File: src/trs_pkg.sv
package trs_pkg;

    // ========================================
    // register map (byte addresses, one word each)
    localparam logic [11:0] ctrl_addr     = 12'h000;
    localparam logic [11:0] status_addr   = 12'h004;
    localparam logic [11:0] ident_addr    = 12'h008;
    localparam logic [11:0] blk_len_addr  = 12'h00c;

    // ========================================
    // field positions
    localparam int run_bit        = 0;
    localparam int hw_mode_bit    = 1;
    localparam int st_running_bit = 0;
    localparam int st_sync_out_bit = 1;
    localparam int st_aligned_bit = 2;
    localparam int rev_lsb        = 0;
    localparam int part_lsb       = 4;

    // ========================================
    // reset values and timing
    localparam logic [31:0] ctrl_reset    = 32'h0000_0000;
    localparam int          sync_in_min_clocks = 3;
    localparam int          subframe_clocks    = 64;
    localparam int          block_subframes    = 384;

    // ========================================
    // types
    typedef enum logic [2:0] {
        st_low_power = 3'b001,
        st_wait_run  = 3'b010,
        st_active    = 3'b100
    } trs_state_type;

    typedef struct packed {
        logic       run;
        logic       hw_mode;
    } trs_ctrl_type;

    typedef struct packed {
        logic       line_driver_pos;
        logic       line_driver_neg;
        logic       tx_enable;
    } trs_line_type;

endpackage

File: src/trs_top.sv
// Overview of operation
// RULE1: reset low holds low power and clears every register and port state.
// RULE2: transmit outputs stay disabled while reset is low.
// RULE3: software mode: after reset the register port works; device waits idle.
// RULE4: host loads settings, then writes run one; device then starts transmitting.
// RULE5: pin mode: device starts running on reset release with no write.
// RULE6: a readable register holds a four-bit part identification code.
// RULE7: a readable register holds a four-bit silicon revision code.
// RULE8: all grouped transmitters share master clock, reset and block sync.
// RULE9: block sync aligns channel status block starts across transmitters.
// RULE10: exactly one device drives block sync; the others receive it.
// RULE11: with external sync logic every device receives, none drives.
// RULE12: input high three clocks restarts block; output high only first subframe.
// RULE13: both line driver outputs are pulled low while in reset.
// RULE14: board strap high makes block sync an output, low an input.
// RULE15: run bit reads zero after reset, so device idles until set.
//
// Added by the designer: the APB slave port and the register offsets.
module trs_top #(
    parameter logic [3:0] part_id_code  = 4'h5,  // arbitrary value
    parameter logic [3:0] revision_code = 4'h1,  // arbitrary value
    parameter int         subframe_len  = trs_pkg::subframe_clocks,
    parameter int         block_len     = trs_pkg::block_subframes
) (
    input  wire logic        pclk,                         // master clock in
    input  wire logic        presetn,                      // async reset, active low
    input  wire logic        psel,                         // apb select
    input  wire logic        penable,                      // apb enable
    input  wire logic        pwrite,                       // apb direction
    input  wire logic [11:0] paddr,                        // apb byte address
    input  wire logic [31:0] pwdata,                       // apb write data
    output logic [31:0]      prdata,                       // apb read data
    output logic             pready,                       // apb ready
    output logic             pslverr,                      // apb error
    input  wire logic        hw_mode_pin,                  // high: pin-configured operation
    input  wire logic        block_sync_direction_strap,   // high: sync is output
    input  wire logic        block_boundary_sync_i,        // sync pin input
    output logic             block_boundary_sync_o,        // sync pin output
    output logic             block_boundary_sync_oe,       // sync pin output enable
    input  wire logic        tx_data,                      // encoded bit stream to send
    output logic             line_driver_pos,              // line driver, positive
    output logic             line_driver_neg,              // line driver, negative
    output logic             low_power,                    // low-power state indicator
    output logic             subframe_start                // pulse at each subframe start
);

    // ========================================
    // usage notes
    // the register port answers in the same access cycle; pready is tied high.
    // read data is loaded at the setup edge, so it stands through the access phase.
    // an unmapped address raises pslverr in the access phase; writes there are dropped.
    // writes to the status, ident and length words are ignored without an error.
    // the direction strap is caught once, in the first cycle after reset release;
    // moving the strap later has no effect until the next reset.
    // in pin mode the run bit is ignored and the block runs two edges after release.
    // in software mode clearing the run bit returns to the idle state; the timebase
    // restarts from subframe zero on the next run.
    // a sync input shorter than the qualifying length is ignored entirely.
    // a qualified sync input takes effect at the next subframe end, never mid-subframe,
    // so a partly sent subframe is always finished.
    // a sync input that stays high restarts the block again at every subframe end while it stays high.
    // the sync output is registered from the next-state value so that it rises in the
    // same cycle as subframe_start of the first subframe of every block.
    // a device strapped as sync output ignores its sync input altogether.
    // the line drivers are registered, one cycle behind tx_data.
    // low_power is decoded from the state register and has no extra latency.
    // the aligned status bit records that a peer has ever steered the block start.

    // ========================================
    // elaboration checks: refuse sizes the counters cannot serve
    if (subframe_len < 4) begin : g_bad_subframe
        $error("trs_top: subframe_len below 4");
    end
    if (block_len < 2) begin : g_bad_block
        $error("trs_top: block_len below 2");
    end
    if (trs_pkg::sync_in_min_clocks < 2 || trs_pkg::sync_in_min_clocks > 4) begin : g_bad_sync
        $error("trs_top: sync qualifier length outside 2 to 4");
    end

    localparam int sf_w  = $clog2(subframe_len);
    localparam int blk_w = $clog2(block_len);
    localparam logic [1:0] sync_cnt_max = 2'(trs_pkg::sync_in_min_clocks - 1);

    // ========================================
    // state
    trs_pkg::trs_ctrl_type  ctrl_q;
    trs_pkg::trs_state_type state_q, state_d;
    logic                   strap_q;
    logic [sf_w-1:0]        sf_cnt_q;
    logic [blk_w-1:0]       blk_cnt_q;
    logic [1:0]             sync_cnt_q;
    logic                   restart_pend_q;
    logic                   aligned_q;
    logic                   running;
    logic                   sf_end;
    logic                   wr_en;
    logic                   rd_en;
    logic                   addr_ok;
    logic                   blk_last;
    logic                   sync_o_d;

    // ========================================
    // apb slave: zero wait states, error on unmapped address
    // no register needs more than one cycle, so pready never drops
    assign wr_en   = psel && penable && pwrite;
    assign rd_en   = psel && !pwrite;
    assign pready  = 1'b1;
    assign addr_ok = (paddr == trs_pkg::ctrl_addr) || (paddr == trs_pkg::status_addr) ||
                     (paddr == trs_pkg::ident_addr) || (paddr == trs_pkg::blk_len_addr);
    assign pslverr = psel && penable && !addr_ok;

    // control register, cleared by reset
    // only the run and spare bits exist; the rest of the word is dropped
    always_ff @(posedge pclk or negedge presetn) begin
        if (!presetn) begin
            ctrl_q <= trs_pkg::trs_ctrl_type'(trs_pkg::ctrl_reset[1:0]);  // RULE1 RULE15
        end else if (wr_en && paddr == trs_pkg::ctrl_addr) begin
            ctrl_q.run     <= pwdata[trs_pkg::run_bit];  // RULE4
            ctrl_q.hw_mode <= pwdata[trs_pkg::hw_mode_bit];
        end
    end

    // read data register
    // loaded at the setup edge so the value is settled by the access edge
    // the ident word packs the revision below the part code
    always_ff @(posedge pclk or negedge presetn) begin
        if (!presetn) begin
            prdata <= 32'h0000_0000;  // RULE1
        end else if (rd_en && !penable) begin
            prdata <= 32'h0000_0000;
            unique case (paddr)
                trs_pkg::ctrl_addr: begin
                    prdata[trs_pkg::run_bit]     <= ctrl_q.run;
                    prdata[trs_pkg::hw_mode_bit] <= ctrl_q.hw_mode;
                end
                trs_pkg::status_addr: begin
                    prdata[trs_pkg::st_running_bit]  <= running;
                    prdata[trs_pkg::st_sync_out_bit] <= strap_q;
                    prdata[trs_pkg::st_aligned_bit]  <= aligned_q;
                end
                trs_pkg::ident_addr: begin
                    prdata[trs_pkg::rev_lsb +: 4]  <= revision_code;  // RULE7
                    prdata[trs_pkg::part_lsb +: 4] <= part_id_code;   // RULE6
                end
                trs_pkg::blk_len_addr: begin
                    prdata <= 32'(block_len);
                end
                default: begin
                    prdata <= 32'h0000_0000;
                end
            endcase
        end
    end

    // ========================================
    // power state machine
    // the low-power state lasts one edge after release, which gives
    // the direction strap its capture slot before anything runs
    always_comb begin
        state_d = state_q;
        unique case (state_q)
            trs_pkg::st_low_power: begin
                state_d = trs_pkg::st_wait_run;  // RULE3
            end
            trs_pkg::st_wait_run: begin
                if (hw_mode_pin || ctrl_q.run)
                    state_d = trs_pkg::st_active;  // RULE4 RULE5
            end
            trs_pkg::st_active: begin
                if (!hw_mode_pin && !ctrl_q.run)
                    state_d = trs_pkg::st_wait_run;
            end
            default: begin
                state_d = trs_pkg::st_low_power;
            end
        endcase
    end

    // state register
    // asynchronous clear so the outputs go quiet without a clock
    always_ff @(posedge pclk or negedge presetn) begin
        if (!presetn)
            state_q <= trs_pkg::st_low_power;  // RULE1
        else
            state_q <= state_d;
    end

    assign running   = (state_q == trs_pkg::st_active);
    assign low_power = !running;

    // strap caught after reset release
    // late strap changes are ignored: the role must not flip while peers listen
    always_ff @(posedge pclk or negedge presetn) begin
        if (!presetn)
            strap_q <= 1'b0;
        else if (state_q == trs_pkg::st_low_power)
            strap_q <= block_sync_direction_strap;  // RULE14
    end

    // ========================================
    // sync input qualifier: high for three clocks
    // counter saturates, so a long high level keeps requesting a restart at every subframe end
    always_ff @(posedge pclk or negedge presetn) begin
        if (!presetn) begin
            sync_cnt_q <= 2'h0;
        end else if (strap_q || !block_boundary_sync_i) begin
            sync_cnt_q <= 2'h0;
        end else if (sync_cnt_q != sync_cnt_max) begin
            sync_cnt_q <= sync_cnt_q + 2'h1;  // RULE12
        end
    end

    // pending block restart, set wins over clear
    // a pulse qualified on a subframe end is kept for the next end
    always_ff @(posedge pclk or negedge presetn) begin
        if (!presetn)
            restart_pend_q <= 1'b0;
        else if (!strap_q && block_boundary_sync_i && sync_cnt_q == sync_cnt_max)
            restart_pend_q <= 1'b1;  // RULE12 RULE9
        else if (sf_end)
            restart_pend_q <= 1'b0;
    end

    // ========================================
    // subframe and block timebase
    // the subframe counter is held at zero while idle so a run starts on a boundary
    assign sf_end         = running && (sf_cnt_q == sf_w'(subframe_len - 1));
    assign subframe_start = running && (sf_cnt_q == '0);

    always_ff @(posedge pclk or negedge presetn) begin
        if (!presetn)
            sf_cnt_q <= '0;
        else if (!running || sf_end)
            sf_cnt_q <= '0;
        else
            sf_cnt_q <= sf_cnt_q + 1'b1;
    end

    // block counter, restarted by qualified sync input
    // aligned stays set until reset to record that a peer steered the block
    assign blk_last = (blk_cnt_q == blk_w'(block_len - 1));

    always_ff @(posedge pclk or negedge presetn) begin
        if (!presetn) begin
            blk_cnt_q <= '0;
            aligned_q <= 1'b0;
        end else if (!running) begin
            blk_cnt_q <= '0;
        end else if (sf_end) begin
            if (restart_pend_q) begin
                blk_cnt_q <= '0;  // RULE9 RULE12
                aligned_q <= 1'b1;
            end else if (blk_last) begin
                blk_cnt_q <= '0;
            end else begin
                blk_cnt_q <= blk_cnt_q + 1'b1;
            end
        end
    end

    // sync output next value: high for every cycle of the block's first subframe,
    // taken from the next state so that it lines up with subframe_start
    always_comb begin
        sync_o_d = 1'b0;
        if (strap_q && state_d == trs_pkg::st_active) begin
            if (sf_end)
                sync_o_d = restart_pend_q || blk_last;  // RULE12
            else
                sync_o_d = (blk_cnt_q == '0);  // RULE12
        end
    end

    // sync output driven only when strapped as master
    always_ff @(posedge pclk or negedge presetn) begin
        if (!presetn) begin
            block_boundary_sync_o  <= 1'b0;
            block_boundary_sync_oe <= 1'b0;
        end else begin
            block_boundary_sync_oe <= strap_q;  // RULE10 RULE11
            block_boundary_sync_o  <= sync_o_d;  // RULE12
        end
    end

    // ========================================
    // line drivers: low in reset and low power
    // both legs low while idle keeps the output transformer free of standing current
    always_ff @(posedge pclk or negedge presetn) begin
        if (!presetn) begin
            line_driver_pos <= 1'b0;  // RULE2 RULE13
            line_driver_neg <= 1'b0;  // RULE13
        end else if (running) begin
            line_driver_pos <= tx_data;
            line_driver_neg <= !tx_data;
        end else begin
            line_driver_pos <= 1'b0;  // RULE2
            line_driver_neg <= 1'b0;
        end
    end

endmodule

File: config.mk
export PLATFORM = sky130hd
export DESIGN_NAME = trs_top
export DESIGN_NICKNAME = d
export VERILOG_FILES = /design/src/trs_pkg.sv /design/src/trs_top.sv
export SDC_FILE = /design/constraint.sdc
export NUM_CORES = 1
export LEC_CHECK = 0
export ABC_AREA = 1
export BUFFER_PORTS_ARGS = -buffer_cell sky130_fd_sc_hd__buf_2
export CAP_MARGIN = 20
export CELL_PAD_IN_SITES_DETAIL_PLACEMENT = 0
export CELL_PAD_IN_SITES_GLOBAL_PLACEMENT = 2
export CORE_UTILIZATION = 22
export DETAILED_ROUTE_END_ITERATION = 8
export PLACE_DENSITY_LB_ADDON = 0.1
export SKIP_CTS_REPAIR_TIMING = 1
export SLEW_MARGIN = 15
export SYNTH_ARGS = -nofsm -noshare
export SYNTH_HDL_FRONTEND = slang
export SYNTH_SLANG_ARGS = --single-unit
File: constraint.sdc
create_clock -name pclk -period 1.4 [get_ports pclk]
set_clock_uncertainty 0.05 [all_clocks]
set_input_delay 0.07 -clock pclk [delete_from_list [all_inputs] [get_ports pclk]]
set_output_delay 0.07 -clock pclk [all_outputs]
set_load 0.005 [all_outputs]
==> results.py <==
metrics = {
    "cts": {
        "root_buffer": "clkbuf_8",
        "clockBufferDepth": 2,
        "tritoncts": "built",
        "h-tree-depth": 2,
        "cts_buffers": 5,
        "cts_sinks": 35,
        "clock_latency_ns": 0.29,
        "clk_pin_slew_worst_paths_ns": 0.08,
    },
    "floorplan": {
        "num_rows": 34,
        "die_width_um": 97.13,
        "ioPinCount": 93,
        "die_height_um": 97.13,
        "core_sq_um": 8721,
        "die_area_sq_um": 9433,
        "start_util_pct": 22.83,
    },
    "global_routing": {
        "grt_pass1_vias": 1605,
        "antenna_found_initial": 0,
        "grt_pass1_wl_um": 7700,
        "overflow": 0,
        "grtUsageTotal_pct": 10.55,
        "grt_max_degree": 21,
    },
    "route": {
        "drt.antenna.violating_nets": 0,
        "routed_via_density": 3.814,
        "drtPass1Iterations": 4,
        "avgRoutedWirePerCell_um": 10.70,
        "drc": 0,
        "drtIter0Drc": 24,
        "via_count": 1644,
        "totalWireLength_um": 4611,
    },
    "power_and_ir_drop": {
        "p_leak_nw": 1.416,
        "p_per_area_nw_per_um2": 995.0,
        "peakVddDrop_mv": 0.3734,
        "pwr-share-clk_pct": 35.6,
        "pwr-share-comb_pct": 19.9,
        "seq_power_share_pct": 44.6,
        "p_sw_uw": 772.7,
        "intPower_mw": 1.889,
        "swShare_pct": 29.03,
    },
    "sta": {
        "tns_ns": -1.053,
        "setup_violations": 11,
        "hold_viol_final": 0,
        "fin_ws_ns": -0.2335,
        "finalCritPeriodShare_pct": 116.7,
        "finalCriticalPeriod_ns": 1.633,
        "rsz0062_at_grt": "yes",
        "max_freq_mhz": 612.2,
        "drv_slew": 0,
    },
    "placed_design": {
        "port-buffer-count": 36,
        "dp_hpwl_um": 3474,
        "dpl_worst_slack_ns": -0.1137,
        "gp_congestion": 0.6950,
    },
    "run_status": {
        "status": "complete, but fails checks",
        "failed_checks": "setup timing",
    },
    "yosys": {
        "async_reset_ff_share_pct": 100.0,
        "syn_avg_cell_area_sq_um": 7.995,
        "ys.flop_type": "dfrtp_1",
        "synth_warnings": 0,
        "synth_common_cells": "nand2_1, inv_1, dfrtp_1",
        "synthCells": 249,
        "netlist_area_sq_um": 1991,
        "synth_area_leaders": "dfrtp_1, nand2_1, buf_4",
        "yosysMostFrequentCell": "nand2_1",
        "synth_top_area_share_pct": 42.74,
        "synth.distinct_cells": 28,
        "seq_area_frac_synth_pct": 44.06,
        "synth_seq_cells": 35,
        "synth_top_area_cell": "dfrtp_1",
        "synth_edf_count": 0,
    },
    "cells_and_area": {
        "syn_to_final_growth_pct": 34.38,
        "num-fill-cells": 961,
        "drive_gt1_share_pct": 32.51,
        "num-nets-final": 380,
        "antenna_cells": 0,
    },
    "worst_setup_path": {
        "timing.critical_path.to_type": "primary output",
        "critical_path_class": "register to primary output",
        "path_max_fanout": 3,
        "worstPathArrival_ns": 1.51,
        "crit_required_ns": 1.28,
        "critPathLaunchType": "register",
    },
    "hold_path": {
        "hold_class": "primary input to register",
    },
    "job": {
        "drv_cap": 0,
    },
}
## worst max-delay path: stages, from the launching register on
cell and delay, ns:
dfrtp_1 0.39, inv_2 0.07, nand2_4 0.05, nor2_4 0.17, inv_2 0.06, buf_6 0.12
nor4_4 0.20, buf_2 0.15
## cells by family after synthesis
family | synth area share, %
flip-flops | 44.06
buffers and inverters | 17.35
AO/OA/AOI/OAI | 5.845
multiplexers | 0.5656
XOR/XNOR | 1.760
AND/OR/NAND/NOR | 26.90
other | 0.3773
adder cells (fa/ha/maj) | 3.143
## cell usage in the layout, fill, tap and decap left out, types with 2 or more instances in the layout
cell,count
a21oi_1,4
buf_2,35
buf_4,23
buf_6,5
clkbuf_8,5
conb_1,26
dfrtp_1,34
dlygate4sd3_1,5
ha_1,4
inv_1,34
inv_2,3
nand2_1,53
nand2_2,3
nand3_1,16
nand3_2,3
nand4_1,4
nor2_1,17
nor2_2,8
nor2_4,2
nor3_1,3
nor3_4,2
o21ai_0,7
o21ai_1,3
o21ai_2,4
xor2_1,4
## registers in the layout (all words and copies together), names as in the netlist
name and flops:
blk_cnt_q 9, sync_cnt_q 2, ctrl_q 2, strap_q 1
block_boundary_sync_oe 1, prdata 6, restart_pend_q 1, block_boundary_sync_o 1
line_driver_neg 1, sf_cnt_q 6, state_q 3, aligned_q 1
line_driver_pos 1
## stage by stage
step	hold slack (ns)	std cells	power, mW	utilization (%)	cell area, sq um
finish	0.02947	431	2.662	30.67	2675
CTS	-0.3269	419	2.633	28.39	2476
detailed placement	-0.0003947	411	1.649	27.10	2364
global route	0.04063	431	2.861	30.67	2675
floorplan	-0.2756	273	1.498	-	2081
global placement	-0.006348	411	1.657	27.10	2364
## final cells by class
| class | instances | area (sq um) | area share (%) |
|---|---|---|---|
| Inverter | 38 | 145.1 | 5.426 |
| Sequential cell | 35 | 877.1 | 32.79 |
| Clock buffer | 5 | 68.82 | 2.572 |
| Tap cell | 108 | 135.1 | 5.051 |
| Timing Repair Buffer | 69 | 474.2 | 17.73 |
| Clock inverter | 3 | 43.79 | 1.637 |
| Multi-Input combinational cell | 173 | 930.9 | 34.80 |
## layer usage
layer / wire, um / part of all wire [%] / global-route usage (%)
met2: 2202 / 48 / 16.85
met4: 74 / 1.6 / 4.478
met5: 0 / 0 / 0
met3: 171 / 3.7 / 2.878
met1: 2162 / 47 / 13.36
## power groups by stage
stage | clock network [mW] | logic, mW | registers, mW
floorplan | 0 | 0.307 | 1.19
global placement | 0 | 0.449 | 1.21
detailed placement | 0 | 0.443 | 1.21
CTS | 1.00 | 0.445 | 1.19
global route | 1.05 | 0.616 | 1.20
finish | 0.947 | 0.529 | 1.19
## worst paths after layout
path	depth (start not counted)	slack (ns)	endpoint	start
worst max-delay path	7	-0.23	subframe_start	state_q[1]
worst min-delay path	4	0.03	state_q[1]	hw_mode_pin
worst max register to register	9	-0.10	blk_cnt_q[0]	state_q[1]
worst min register to register	1	0.42	aligned_q	aligned_q
max in group asynchronous	3	0.55	state_q[0]	presetn
min in group asynchronous	2	0.20	line_driver_neg	presetn
No activity file was read; power rests on OpenSTA's default activity.
